<file path="src/iprv_pkg.sv">
/*
  Constants for the interrupt priority and vector resolver: the register
  map, field layouts, reset values and the reset-cause encoding.
  Assumes an APB slave with 32-bit data on pclk.
*/
package iprv_pkg;
  localparam int NUM_SRC = 54;
  localparam int SRC_IMPL = 44;
  localparam int NUM_REG_WORDS = 4;
  localparam int NUM_PRI_REGS = 14;
  localparam logic [5:0] FAULT_A_NUM = 6'h2A;
  localparam logic [5:0] FAULT_B_NUM = 6'h2B;
  localparam logic [6:0] VECTOR_BASE = 7'h08;
  localparam logic [2:0] PRI_LOWEST = 3'h0;
  localparam logic [2:0] PRI_HIGHEST = 3'h7;
  localparam logic [23:0] RESET_FETCH_ADDR = 24'h000000;
  localparam logic [15:0] NIBBLE_IMPL_MASK = 16'h7777;
  // Byte offsets: flags at 0x00.., enables at 0x10.., priorities 0x20..
  localparam logic [11:0] FLAG_BASE = 12'h000;
  localparam logic [11:0] ENABLE_BASE = 12'h010;
  localparam logic [11:0] PRI_BASE = 12'h020;
  localparam logic [11:0] CPU_LEVEL_ADDR = 12'h060;
  localparam logic [11:0] RESULT_ADDR = 12'h064;
  localparam logic [11:0] CAUSE_ADDR = 12'h068;
  localparam logic [31:0] FLAG_RESET = 32'h00000000;
  localparam logic [15:0] PRI_RESET = 16'h4444;
  localparam logic [3:0] CPU_LEVEL_RESET = 4'h0;
  // Reset cause bit positions
  localparam int CAUSE_WDT = 0;
  localparam int CAUSE_UNINIT_W = 1;
  localparam int CAUSE_ILLEGAL = 2;
  localparam int CAUSE_BROWNOUT = 3;
  localparam int CAUSE_LOCKOUT = 4;
  localparam int CAUSE_WIDTH = 5;
  typedef enum logic [1:0] {
    IPRV_BOOT_FETCH_JUMP,
    IPRV_BOOT_FETCH_TARGET,
    IPRV_BOOT_RUN
  } iprv_boot_t;
endpackage

</file>
<file path="src/iprv_resolver.sv">
/*
  Interrupt priority resolver with vector selection, reset vectoring
  and reset cause collection. Assumes an APB master on pclk, a core
  that accepts vector and level, and raw event pulses from peripherals
  and fault detectors that are already synchronous to pclk except the
  brown-out pin, which is synchronised here.
*/
// The placing of the registers and the APB slave port were decided locally.
`timescale 1ns/10ps
module iprv_resolver (
  input wire logic pclk,
  input wire logic presetn,
  input wire logic psel,
  input wire logic penable,
  input wire logic pwrite,
  input wire logic [11:0] paddr,
  input wire logic [31:0] pwdata,
  output logic [31:0] prdata,
  output logic pready,
  output logic pslverr,
  input wire logic [iprv_pkg::NUM_SRC-1:0] src_event,
  input wire logic [3:0] cpu_priority_level,
  input wire logic wdt_timeout,
  input wire logic uninit_w_pointer,
  input wire logic illegal_opcode_exec,
  input wire logic illegal_opcode_flushed,
  input wire logic brownout_reset,
  input wire logic [3:0] trap_pending,
  output logic irq_req,
  output logic [6:0] irq_vector,
  output logic [2:0] irq_level,
  output logic device_reset,
  output logic [23:0] fetch_addr,
  output logic fetch_jump_target
);
  import iprv_pkg::*;

  // ==========================================================
  // Register state
  // ==========================================================
  logic [63:0] flag_reg;
  logic [63:0] enable_reg;
  logic [CAUSE_WIDTH-1:0] cause_reg;
  logic [3:0] level_reg;
  logic [15:0] pri_rd;
  logic [NUM_PRI_REGS*16-1:0] pri_words;
  logic wr_acc;
  logic rd_acc;
  logic pri_hit;
  logic [3:0] pri_idx;
  logic pend_reg;
  logic brownout_meta_reg;
  logic brownout_sync_reg;
  logic [63:0] src_mask;
  logic [63:0] flag_next;
  logic [CAUSE_WIDTH-1:0] cause_next;
  logic reset_req;
  iprv_boot_t boot_reg;

  assign src_mask = {{(64-NUM_SRC){1'b0}}, {(NUM_SRC-SRC_IMPL){1'b0}},
                     {SRC_IMPL{1'b1}}};
  assign wr_acc = psel && penable && pwrite;
  assign rd_acc = psel && !penable && !pwrite;
  // Only aligned words inside the priority window count as hits
  assign pri_hit = paddr[1:0] == 2'b00 && paddr >= PRI_BASE &&
                   paddr < PRI_BASE + 12'(NUM_PRI_REGS * 4);
  assign pri_idx = 4'((paddr - PRI_BASE) >> 2);

  // ==========================================================
  // Priority words
  // ==========================================================
  iprv_pri_mem #(
    .DEPTH(NUM_PRI_REGS)
  ) u_pri_mem (
    .pclk(pclk),
    .presetn(presetn),
    .wr_en(wr_acc && pri_hit),
    .addr(pri_idx),
    .wr_data(pwdata[15:0]),
    .rd_data(pri_rd),
    .all_words(pri_words)
  );

  // ==========================================================
  // APB slave: no wait state, one for priority reads
  // ==========================================================
  // Priority words leave the memory's read register one cycle after
  // the setup edge, so those reads answer one cycle later.
  always_ff @(posedge pclk or negedge presetn) begin
    if (!presetn) begin
      pready <= 1'b0;
    end else if (psel && !pready) begin
      pready <= penable ? pend_reg : !(rd_acc && pri_hit);
    end else begin
      pready <= 1'b0;
    end
  end

  always_ff @(posedge pclk or negedge presetn) begin
    if (!presetn) begin
      pslverr <= 1'b0;
    end else if (psel && !penable) begin
      // Unaligned addresses match nothing and so are refused
      pslverr <= !(pri_hit || paddr == FLAG_BASE ||
                   paddr == FLAG_BASE + 12'h004 ||
                   paddr == ENABLE_BASE ||
                   paddr == ENABLE_BASE + 12'h004 ||
                   paddr == CPU_LEVEL_ADDR || paddr == RESULT_ADDR ||
                   paddr == CAUSE_ADDR);
    end else begin
      pslverr <= 1'b0;
    end
  end

  always_ff @(posedge pclk or negedge presetn) begin
    if (!presetn) begin
      prdata <= 32'h00000000;
    end else if (rd_acc) begin
      case (paddr)
        FLAG_BASE: prdata <= flag_reg[31:0];
        FLAG_BASE + 12'h004: prdata <= flag_reg[63:32];
        ENABLE_BASE: prdata <= enable_reg[31:0];
        ENABLE_BASE + 12'h004: prdata <= enable_reg[63:32];
        CPU_LEVEL_ADDR: prdata <= {28'h0000000, level_reg};
        RESULT_ADDR: prdata <= {19'h00000, irq_req,
                                1'b0, irq_level, 1'b0, irq_vector};
        CAUSE_ADDR: prdata <= {27'h0000000, cause_reg};
        default: prdata <= 32'h00000000;
      endcase
    end else if (pend_reg) begin
      prdata <= {16'h0000, pri_rd};
    end
  end

  always_ff @(posedge pclk or negedge presetn) begin
    if (!presetn) begin
      pend_reg <= 1'b0;
    end else begin
      pend_reg <= rd_acc && pri_hit;
    end
  end

  // ==========================================================
  // Request flags: hardware set wins over software clear
  // ==========================================================
  always_comb begin
    flag_next = flag_reg;
    if (wr_acc && paddr == FLAG_BASE) begin
      flag_next[31:0] = pwdata;
    end
    if (wr_acc && paddr == FLAG_BASE + 12'h004) begin
      flag_next[63:32] = pwdata;
    end
    // Set regardless of enable state
    flag_next = (flag_next | {10'h000, src_event}) & src_mask;
  end

  always_ff @(posedge pclk or negedge presetn) begin
    if (!presetn) begin
      flag_reg <= {FLAG_RESET, FLAG_RESET};
    end else begin
      flag_reg <= flag_next;
    end
  end

  always_ff @(posedge pclk or negedge presetn) begin
    if (!presetn) begin
      enable_reg <= 64'h0000000000000000;
    end else if (wr_acc && paddr == ENABLE_BASE) begin
      enable_reg[31:0] <= pwdata & src_mask[31:0];
    end else if (wr_acc && paddr == ENABLE_BASE + 12'h004) begin
      enable_reg[63:32] <= pwdata & src_mask[63:32];
    end
  end

  always_ff @(posedge pclk or negedge presetn) begin
    if (!presetn) begin
      level_reg <= CPU_LEVEL_RESET;
    end else begin
      level_reg <= cpu_priority_level;
    end
  end

  // ==========================================================
  // Resolver: highest priority, then lowest number wins
  // ==========================================================
  logic [2:0] best_pri;
  logic [5:0] best_num;
  logic best_any;
  always_comb begin
    logic [2:0] p;
    p = PRI_LOWEST;
    best_pri = PRI_LOWEST;
    best_num = 6'h00;
    best_any = 1'b0;
    // Downward scan so the lowest number is the last tie winner
    for (int i = NUM_SRC - 1; i >= 0; i--) begin
      p = pri_words[i*4 +: 3];
      // Zero priority is the same as disabled
      if (flag_reg[i] && enable_reg[i] && p != PRI_LOWEST &&
          (!best_any || p >= best_pri)) begin
        best_pri = p;
        best_num = 6'(i);
        best_any = 1'b1;
      end
    end
  end

  always_ff @(posedge pclk or negedge presetn) begin
    if (!presetn) begin
      irq_req <= 1'b0;
      irq_vector <= VECTOR_BASE;
      irq_level <= PRI_LOWEST;
    end else begin
      irq_vector <= {1'b0, best_num} + VECTOR_BASE;
      irq_level <= best_pri;
      // Reset is never arbitrated here
      irq_req <= best_any && !reset_req &&
                 {1'b0, best_pri} > cpu_priority_level;
    end
  end

  // ==========================================================
  // Reset causes and boot vectoring
  // ==========================================================
  always_ff @(posedge pclk or negedge presetn) begin
    if (!presetn) begin
      brownout_meta_reg <= 1'b0;
      brownout_sync_reg <= 1'b0;
    end else begin
      brownout_meta_reg <= brownout_reset;
      brownout_sync_reg <= brownout_meta_reg;
    end
  end

  always_comb begin
    cause_next = '0;
    cause_next[CAUSE_WDT] = wdt_timeout;
    cause_next[CAUSE_UNINIT_W] = uninit_w_pointer;
    // Flushed opcodes never trap
    cause_next[CAUSE_ILLEGAL] = illegal_opcode_exec &&
                                !illegal_opcode_flushed;
    cause_next[CAUSE_BROWNOUT] = brownout_sync_reg;
    cause_next[CAUSE_LOCKOUT] = $countones(trap_pending) > 1;
  end
  assign reset_req = |cause_next;

  always_ff @(posedge pclk or negedge presetn) begin
    if (!presetn) begin
      cause_reg <= '0;
    end else if (reset_req) begin
      cause_reg <= cause_next;
    end else if (wr_acc && paddr == CAUSE_ADDR) begin
      cause_reg <= cause_reg & ~pwdata[CAUSE_WIDTH-1:0];
    end
  end

  always_ff @(posedge pclk or negedge presetn) begin
    if (!presetn) begin
      device_reset <= 1'b0;
    end else begin
      device_reset <= reset_req;
    end
  end

  always_ff @(posedge pclk or negedge presetn) begin
    if (!presetn) begin
      boot_reg <= IPRV_BOOT_FETCH_JUMP;
      fetch_addr <= RESET_FETCH_ADDR;
      fetch_jump_target <= 1'b0;
    end else if (reset_req) begin
      boot_reg <= IPRV_BOOT_FETCH_JUMP;
      fetch_addr <= RESET_FETCH_ADDR;
      fetch_jump_target <= 1'b0;
    end else begin
      case (boot_reg)
        IPRV_BOOT_FETCH_JUMP: begin
          boot_reg <= IPRV_BOOT_FETCH_TARGET;
          fetch_addr <= RESET_FETCH_ADDR + 24'h000002;
          fetch_jump_target <= 1'b1;
        end
        IPRV_BOOT_FETCH_TARGET: begin
          boot_reg <= IPRV_BOOT_RUN;
          fetch_jump_target <= 1'b0;
        end
        IPRV_BOOT_RUN: begin
          fetch_jump_target <= 1'b0;
        end
        default: begin
          boot_reg <= IPRV_BOOT_FETCH_JUMP;
        end
      endcase
    end
  end
endmodule

</file>
<file path="src/iprv_pri_mem.sv">
/*
  Small register array holding the priority configuration words.
  Read data leaves through a register. Assumes single-port use by the
  APB slave and a parallel view for the resolver.
*/
`timescale 1ns/10ps
module iprv_pri_mem #(
  parameter int DEPTH = 14
) (
  input wire logic pclk,
  input wire logic presetn,
  input wire logic wr_en,
  input wire logic [3:0] addr,
  input wire logic [15:0] wr_data,
  output logic [15:0] rd_data,
  output logic [DEPTH*16-1:0] all_words
);
  import iprv_pkg::*;
  logic [15:0] mem_reg [DEPTH];

  genvar g;
  generate
    for (g = 0; g < DEPTH; g++) begin : g_word
      always_ff @(posedge pclk or negedge presetn) begin
        if (!presetn) begin
          mem_reg[g] <= PRI_RESET;
        end else if (wr_en && addr == 4'(g)) begin
          mem_reg[g] <= wr_data & NIBBLE_IMPL_MASK;
        end
      end
      assign all_words[g*16 +: 16] = mem_reg[g];
    end
  endgenerate

  always_ff @(posedge pclk or negedge presetn) begin
    if (!presetn) begin
      rd_data <= 16'h0000;
    end else if (32'(addr) < DEPTH) begin
      rd_data <= mem_reg[addr];
    end else begin
      rd_data <= 16'h0000;
    end
  end
endmodule

</file>
<file path="config.mk">
export PLATFORM = sky130hd
export DESIGN_NAME = iprv_resolver
export DESIGN_NICKNAME = d
export VERILOG_FILES = /design/src/iprv_pkg.sv /design/src/iprv_resolver.sv /design/src/iprv_pri_mem.sv
export SDC_FILE = /design/constraint.sdc
export NUM_CORES = 1
export LEC_CHECK = 0
export ABC_AREA = 1
export BUFFER_PORTS_ARGS = -buffer_cell sky130_fd_sc_hd__buf_2
export CORE_MARGIN = 5
export CORE_UTILIZATION = 40
export CTS_CLUSTER_DIAMETER = 150
export DETAILED_ROUTE_END_ITERATION = 10
export HOLD_SLACK_MARGIN = 0.02
export SYNTH_ARGS = -nofsm -noshare
export SYNTH_HDL_FRONTEND = slang
export SYNTH_HIERARCHICAL = 1
export SYNTH_SLANG_ARGS = --single-unit
</file>
<file path="constraint.sdc">
create_clock -name pclk -period 40 [get_ports pclk]
set_clock_uncertainty 0.2 [all_clocks]
set_input_delay 8 -clock pclk [delete_from_list [all_inputs] [get_ports pclk]]
set_output_delay 8 -clock pclk [all_outputs]
set_load 0.05 [all_outputs]
</file>
==> metrics.txt, run 1 <==
Cells after Synth 3033; Max Slew Vio Count 0; core area 0.05287 mm^2; R2R depth ~420; Netlist Area Pre-Place around 0.021 mm^2; Fmax approximately 0.025 GHz; reg2reg end irq_req; Int Power approximately 570 uW; Power Total between 700 and 800 uW; Sink Count 330; P&R area growth vs syn 32.12%; detailed placement HPWL 54350 um; max incr delay on CP 550 ps; HP Class reg2reg; initial antenna violation count 0; clk slew on worst S/H paths ~60 ps; relative slew slack a little over a fifth; initial core utilization 40.56%; fin crit period between 40000 and 50000 ps; final WL about 77000 um; Reg power frac 44.6%; setup violators final 1; first-pass GRT wire length roughly 120000 um; Cell Pwr Density between 20 and 30 mW/mm^2; FF-to-FF setup slack -120 ps; CP Capture Type flip-flop; Die Ht around 240 um; fillers ~5000; CP endpoint irq_req; vias around 22000; Lkg Pwr about 0.014 uW; Final Cell Area 0.02833 mm^2; Max IR drop VDD 0.02364 mV; slowest stage cell, crit path dfstp_2; largest net degree at the start of global routing 108; H-tree Lvls 2; GR Overflow Total 0; CTS Buffer Depth 3; Residual DRC 0; worst setup slack after layout -123.0 ps; worst path bufs/invs roughly 80; # IOs 187; layout cells sized above 1 between 30 and 40%; Slew @ Worst Pin 1168 ps; Die Area about 0.058 mm^2; final-report hold violation count 0; RSZ-0062 raised after global routing yes; Critical Path Start u_pri_mem/all_words[174]; instance count on the critical path 415; drt initial violations around 1900; total track usage 24.93%; router iterations before antenna repair 6; CP Max Fanout 7; clock latency on the worst-skew pair 560 ps; vias in the first global route around 21000; max-cap violations 0; CTS tree yes; Vias/cell approximately 5.2; CP Launch Type flip-flop; Tcrit/Tclk final 100.3%; fin nets between 3000 and 4000; input/output buffers between 150 and 200; outcome finished, violations left; WS Path Type reg2reg; Worst path top cell family by delay simple AND/OR/NAND/NOR gates; total CTS buffers 39; Net Sw Frac 25.45%; Mean Syn Cell Area about 7.1 um^2; Switch Pwr 194.4 uW; Rows 84; Place WS -3542 ps; antenna diode count 0; root buf cell clkbuf_16; antenna-violating nets left 0; DP Area between 0.02 and 0.025 mm^2; GP Congestion about 0.95; WL/cell between 15 and 20 um; failing checks setup timing; clock share of power around half; Die X roughly 240 um; Yosys warnings 6; number of flip-flops in the largest register between 150 and 200; FF-to-FF Start u_pri_mem/all_words[174]; crit path DAT slightly above 40000 ps; Req. time, crit path ~40000 ps; most used cell, CP nand2_2; final design utilization 53.59%; Comb pwr share 6.9%; worst hold slack approximately 140 ps
==> stage by stage <==
step                cells  TNS, ps
finish               4264   -123.0
global route         4264   -30940
CTS                  4224   -112.4
detailed placement   4038   -29640
global placement     4038   -13660
floorplan            3059        0
==> repair_timing <==
| action | CTS | global route |
|---|---|---|
| setup buffers | 116 | 45 |
| gates cloned | 0 | 0 |
| pin swaps | 146 | 202 |
| setup endpoints to repair | 10 | 10 |
| hold buffers | 0 | 0 |
| resized for setup | 224 | 157 |
==> worst min-delay path by stage <==
| stage | startpoint | endpoint | cells past startpoint |
|---|---|---|---|
| after global placement | brownout_meta_reg | brownout_sync_reg | 0 |
| after floorplan | brownout_meta_reg | brownout_sync_reg | 0 |
| after global routing | brownout_meta_reg | brownout_sync_reg | 0 |
| final | brownout_meta_reg | brownout_sync_reg | 0 |
| after detailed placement | brownout_meta_reg | brownout_sync_reg | 0 |
| after CTS | brownout_meta_reg | brownout_sync_reg | 0 |
==> power groups by stage <==
stage               clock, uW  sequential (uW)  combinational, uW
global route              389              340               56.1
global placement            0              346               51.2
finish                    371              340               52.4
floorplan                   0              353               21.2
detailed placement          0              346               51.8
CTS                       376              340               52.1
==> routing by layer <==
| metal | up-vias | routed length, um | global-route usage, % |
|---|---|---|---|
| met5 | - | 0 | 0 |
| met4 | 0 | 2923 | 8.963 |
| met3 | 146 | 4791 | 3.817 |
| met2 | 689 | 37520 | 42.24 |
| met1 | 10630 | 32170 | 32.60 |
| li1 | 10800 | - | - |
==> placed cells by master, fill, tap and decap left out, types with 36 or more instances in the layout <==
cell and n:
clkbuf_16 41, nand2_2 178, nor2_1 145, o21ai_2 77, nor3_1 58, nand3_1 151, nand2_1 826, inv_1 341
buf_4 405, inv_2 36, buf_2 152, a21oi_1 148, nand2_4 57, dfstp_2 57, ha_1 88, dfrtp_1 273
o21ai_0 226
==> worst register-to-register path: cells and delay by family, from the launching register on <==
kind	cells	cell delay [ps]
AOI/OAI and AO/OA	76	6690
adders and majority gates	42	10860
buffers and inverters	79	5970
DFF	1	550
and+or+nand+nor	218	15720
==> final cells by class <==
class | instances | area [um^2] | area share (%)
Clock buffer | 55 | 1159 | 4.090
Tap cell | 688 | 860.8 | 3.038
Clock inverter | 16 | 170.2 | 0.6006
Sequential cell | 330 | 8329 | 29.40
Multi-Input combinational cell | 2213 | 12300 | 43.43
Inverter | 381 | 1433 | 5.057
Timing Repair Buffer | 581 | 4075 | 14.38
Power figures use the tool's default switching activity.
==> inputs of run 2 (changes only) <==
CORE_UTILIZATION = 31   (was 40)
==> run 2 against run 1 <==
  * The flow now finishes without violations
  * Worst setup slack improved by 260 ps
  * Routed wire length is 0.60% lower
  * Clock power shrank 3%
  * Non-clock buffer count is 62 lower
  * Via count is 2.7% lower
  * Critical path depth fell by 3
  * Cell area down 1.1%
  * Power down 1.4%
  * Critical endpoint unchanged
  * Largest cell class unchanged
==> metrics.txt, run 2 (synthesized netlist as in run 1, its figures left out) <==
outcome complete, no violations; HP Class reg2reg; reg2reg end irq_req; Sink Count 330 (unchanged); vias 21650 (-2.7%); clock latency on the worst-skew pair 570 ps (about the same); most frequent cells in the layout nand2_1 (838), buf_4 (345), inv_1 (343); Die Ht 273.0 um (+13%); router iterations before antenna repair 6 (unchanged); fillers 7012 (+41%); setup violators final 0 (-1); Max Slew Vio Count 0 (unchanged); area used by multi-input combinational logic 0.01223 mm^2 (-0.63%); drt initial violations 1679 (-9.4%); Req. time, crit path 40310 ps (about the same); max-cap violations 0 (unchanged); fin crit period 39870 ps (-256.3 ps); WL/cell 17.32 um (-4.6%); Die X 273.0 um (+13%); RSZ-0062 raised after global routing yes; Lkg Pwr 0.01399 uW (-2.5%); total CTS buffers 37 (-5.1%); relative slew slack 24.80% (+3.2 points); total track usage 19.68% (-5.3 points); vias in the first global route 20230 (-4.8%); Vias/cell 4.876 (-6.6%); # IOs 187 (unchanged); largest net degree at the start of global routing 165 (+53%); clk slew on worst S/H paths 70 ps (about the same); Critical Path Start u_pri_mem/all_words[174]; FF-to-FF Start u_pri_mem/all_words[174]; final WL 76940 um (-0.60%); final-report hold violation count 0 (unchanged); CTS Buffer Depth 3 (unchanged); slowest stage cell, crit path dfstp_2; most used cell, CP nand2_2; Max IR drop VDD 0.02159 mV (-8.7%); max incr delay on CP 560 ps (about the same); CP endpoint irq_req; GP Congestion 0.9287 (-2.3%); worst path bufs/invs 69 (-13%); initial antenna violation count 2 (+2); crit path DAT 40180 ps (-240 ps); CP Capture Type flip-flop; Fmax 0.02508 GHz (+0.64%); H-tree Lvls 2 (unchanged); input/output buffers 153 (unchanged); P&R area growth vs syn 30.62%; Rows 96 (+14%); initial core utilization 31.26% (-9.3 points); fin nets 3699 (-1.7%); worst setup slack after layout 133.3 ps (+256.3 ps); Worst path top cell family by delay simple AND/OR/NAND/NOR gates; Cell Pwr Density 26.90 mW/mm^2 (-0.24%); Place WS -2867 ps (+675.4 ps); Die Area 0.07453 mm^2 (+28%); commonest non-fill, non-tap cell in the layout nand2_1; Residual DRC 0 (unchanged); CTS tree yes; Worst Hold Depth 0 (unchanged); FF-to-FF setup slack 130 ps (+260 ps); detailed placement HPWL 54550 um (+0.37%); Tcrit/Tclk final 99.67% (-0.64 points); core area 0.06859 mm^2 (+30%); first-pass GRT wire length 115500 um (-1.6%); CP Max Fanout 7 (unchanged); number of flip-flops in the largest register 168 (unchanged); instance count on the critical path 412 (-0.72%); Slew @ Worst Pin 1127 ps (-40.92 ps); CP Launch Type flip-flop; root buf cell clkbuf_16; FF+latch area 0.008329 mm^2 (unchanged); antenna diode count 0 (unchanged); GR Overflow Total 0 (unchanged); antenna-violating nets left 0 (unchanged); WS Path Type reg2reg; R2R depth 412 (-0.72%); worst hold slack 150.5 ps (+8.111 ps); layout cells sized above 1 30.03% (-2.2 points)
[run 2: timing repair]
action,CTS,global route
buffers inserted,36,57
gates cloned,0,0
resized for setup,173,170
pin swaps,61,241
endpoints found under the setup margin,10,10
hold buffers,0,0
[run 2: worst min path at each step]
| stage | start | to |
|---|---|---|
| after floorplan | brownout_meta_reg | brownout_sync_reg |
| after global placement | brownout_meta_reg | brownout_sync_reg |
| after detailed placement | brownout_meta_reg | brownout_sync_reg |
| after CTS | brownout_meta_reg | brownout_sync_reg |
| after global routing | brownout_meta_reg | brownout_sync_reg |
| final | brownout_meta_reg | brownout_sync_reg |
[run 2: routing by layer]
| metal | vias to the layer above | GRT usage (%) | wire (um) |
|---|---|---|---|
| met5 | - | 0 | 0 |
| met4 | 0 | 7.885 | 3483 |
| met3 | 140 | 2.871 | 5144 |
| met2 | 677 | 33.45 | 36820 |
| met1 | 10170 | 25.26 | 31490 |
| li1 | 10660 | - | - |
[run 2: final cells by class]
cell class,count,area share [%]
Tap cell,931,4.159
Inverter,381,5.124
Clock inverter,15,0.6790
Clock buffer,52,3.757
Sequential cell,330,29.74
Multi-Input combinational cell,2213,43.65
Timing Repair Buffer,519,12.89
[run 2: where the power goes]
part / internal, uW / total, uW / switching, uW
sequential: 337 / 340 / 2.22
clock: 210 / 360 / 150
combinational: 10.2 / 53.7 / 43.5
total: 558 / 753 / 195
[run 2: worst reg2reg max path: cells and delay by family (launching register included)]
kind / cells / cell delay, ps
fa+ha+maj: 43 / 11280
buf+inv: 69 / 4890
compound gates: 72 / 6140
flops: 1 / 560
simple gates: 228 / 16750
[run 2: per-stage QoR]
stage                     area (um^2)  total power (uW)  setup TNS (ps)  util [%]  std cells
final                           28010             753.4               0     40.84       4441
after global routing            28010             774.2          -31930     40.84       4441
after floorplan                 21690             374.2               0         -       3059
after detailed placement        25050             398.7          -23170     36.52       4282
after global placement          25050             398.5          -18400     36.52       4282
after CTS                       26940             759.9               0     39.28       4385
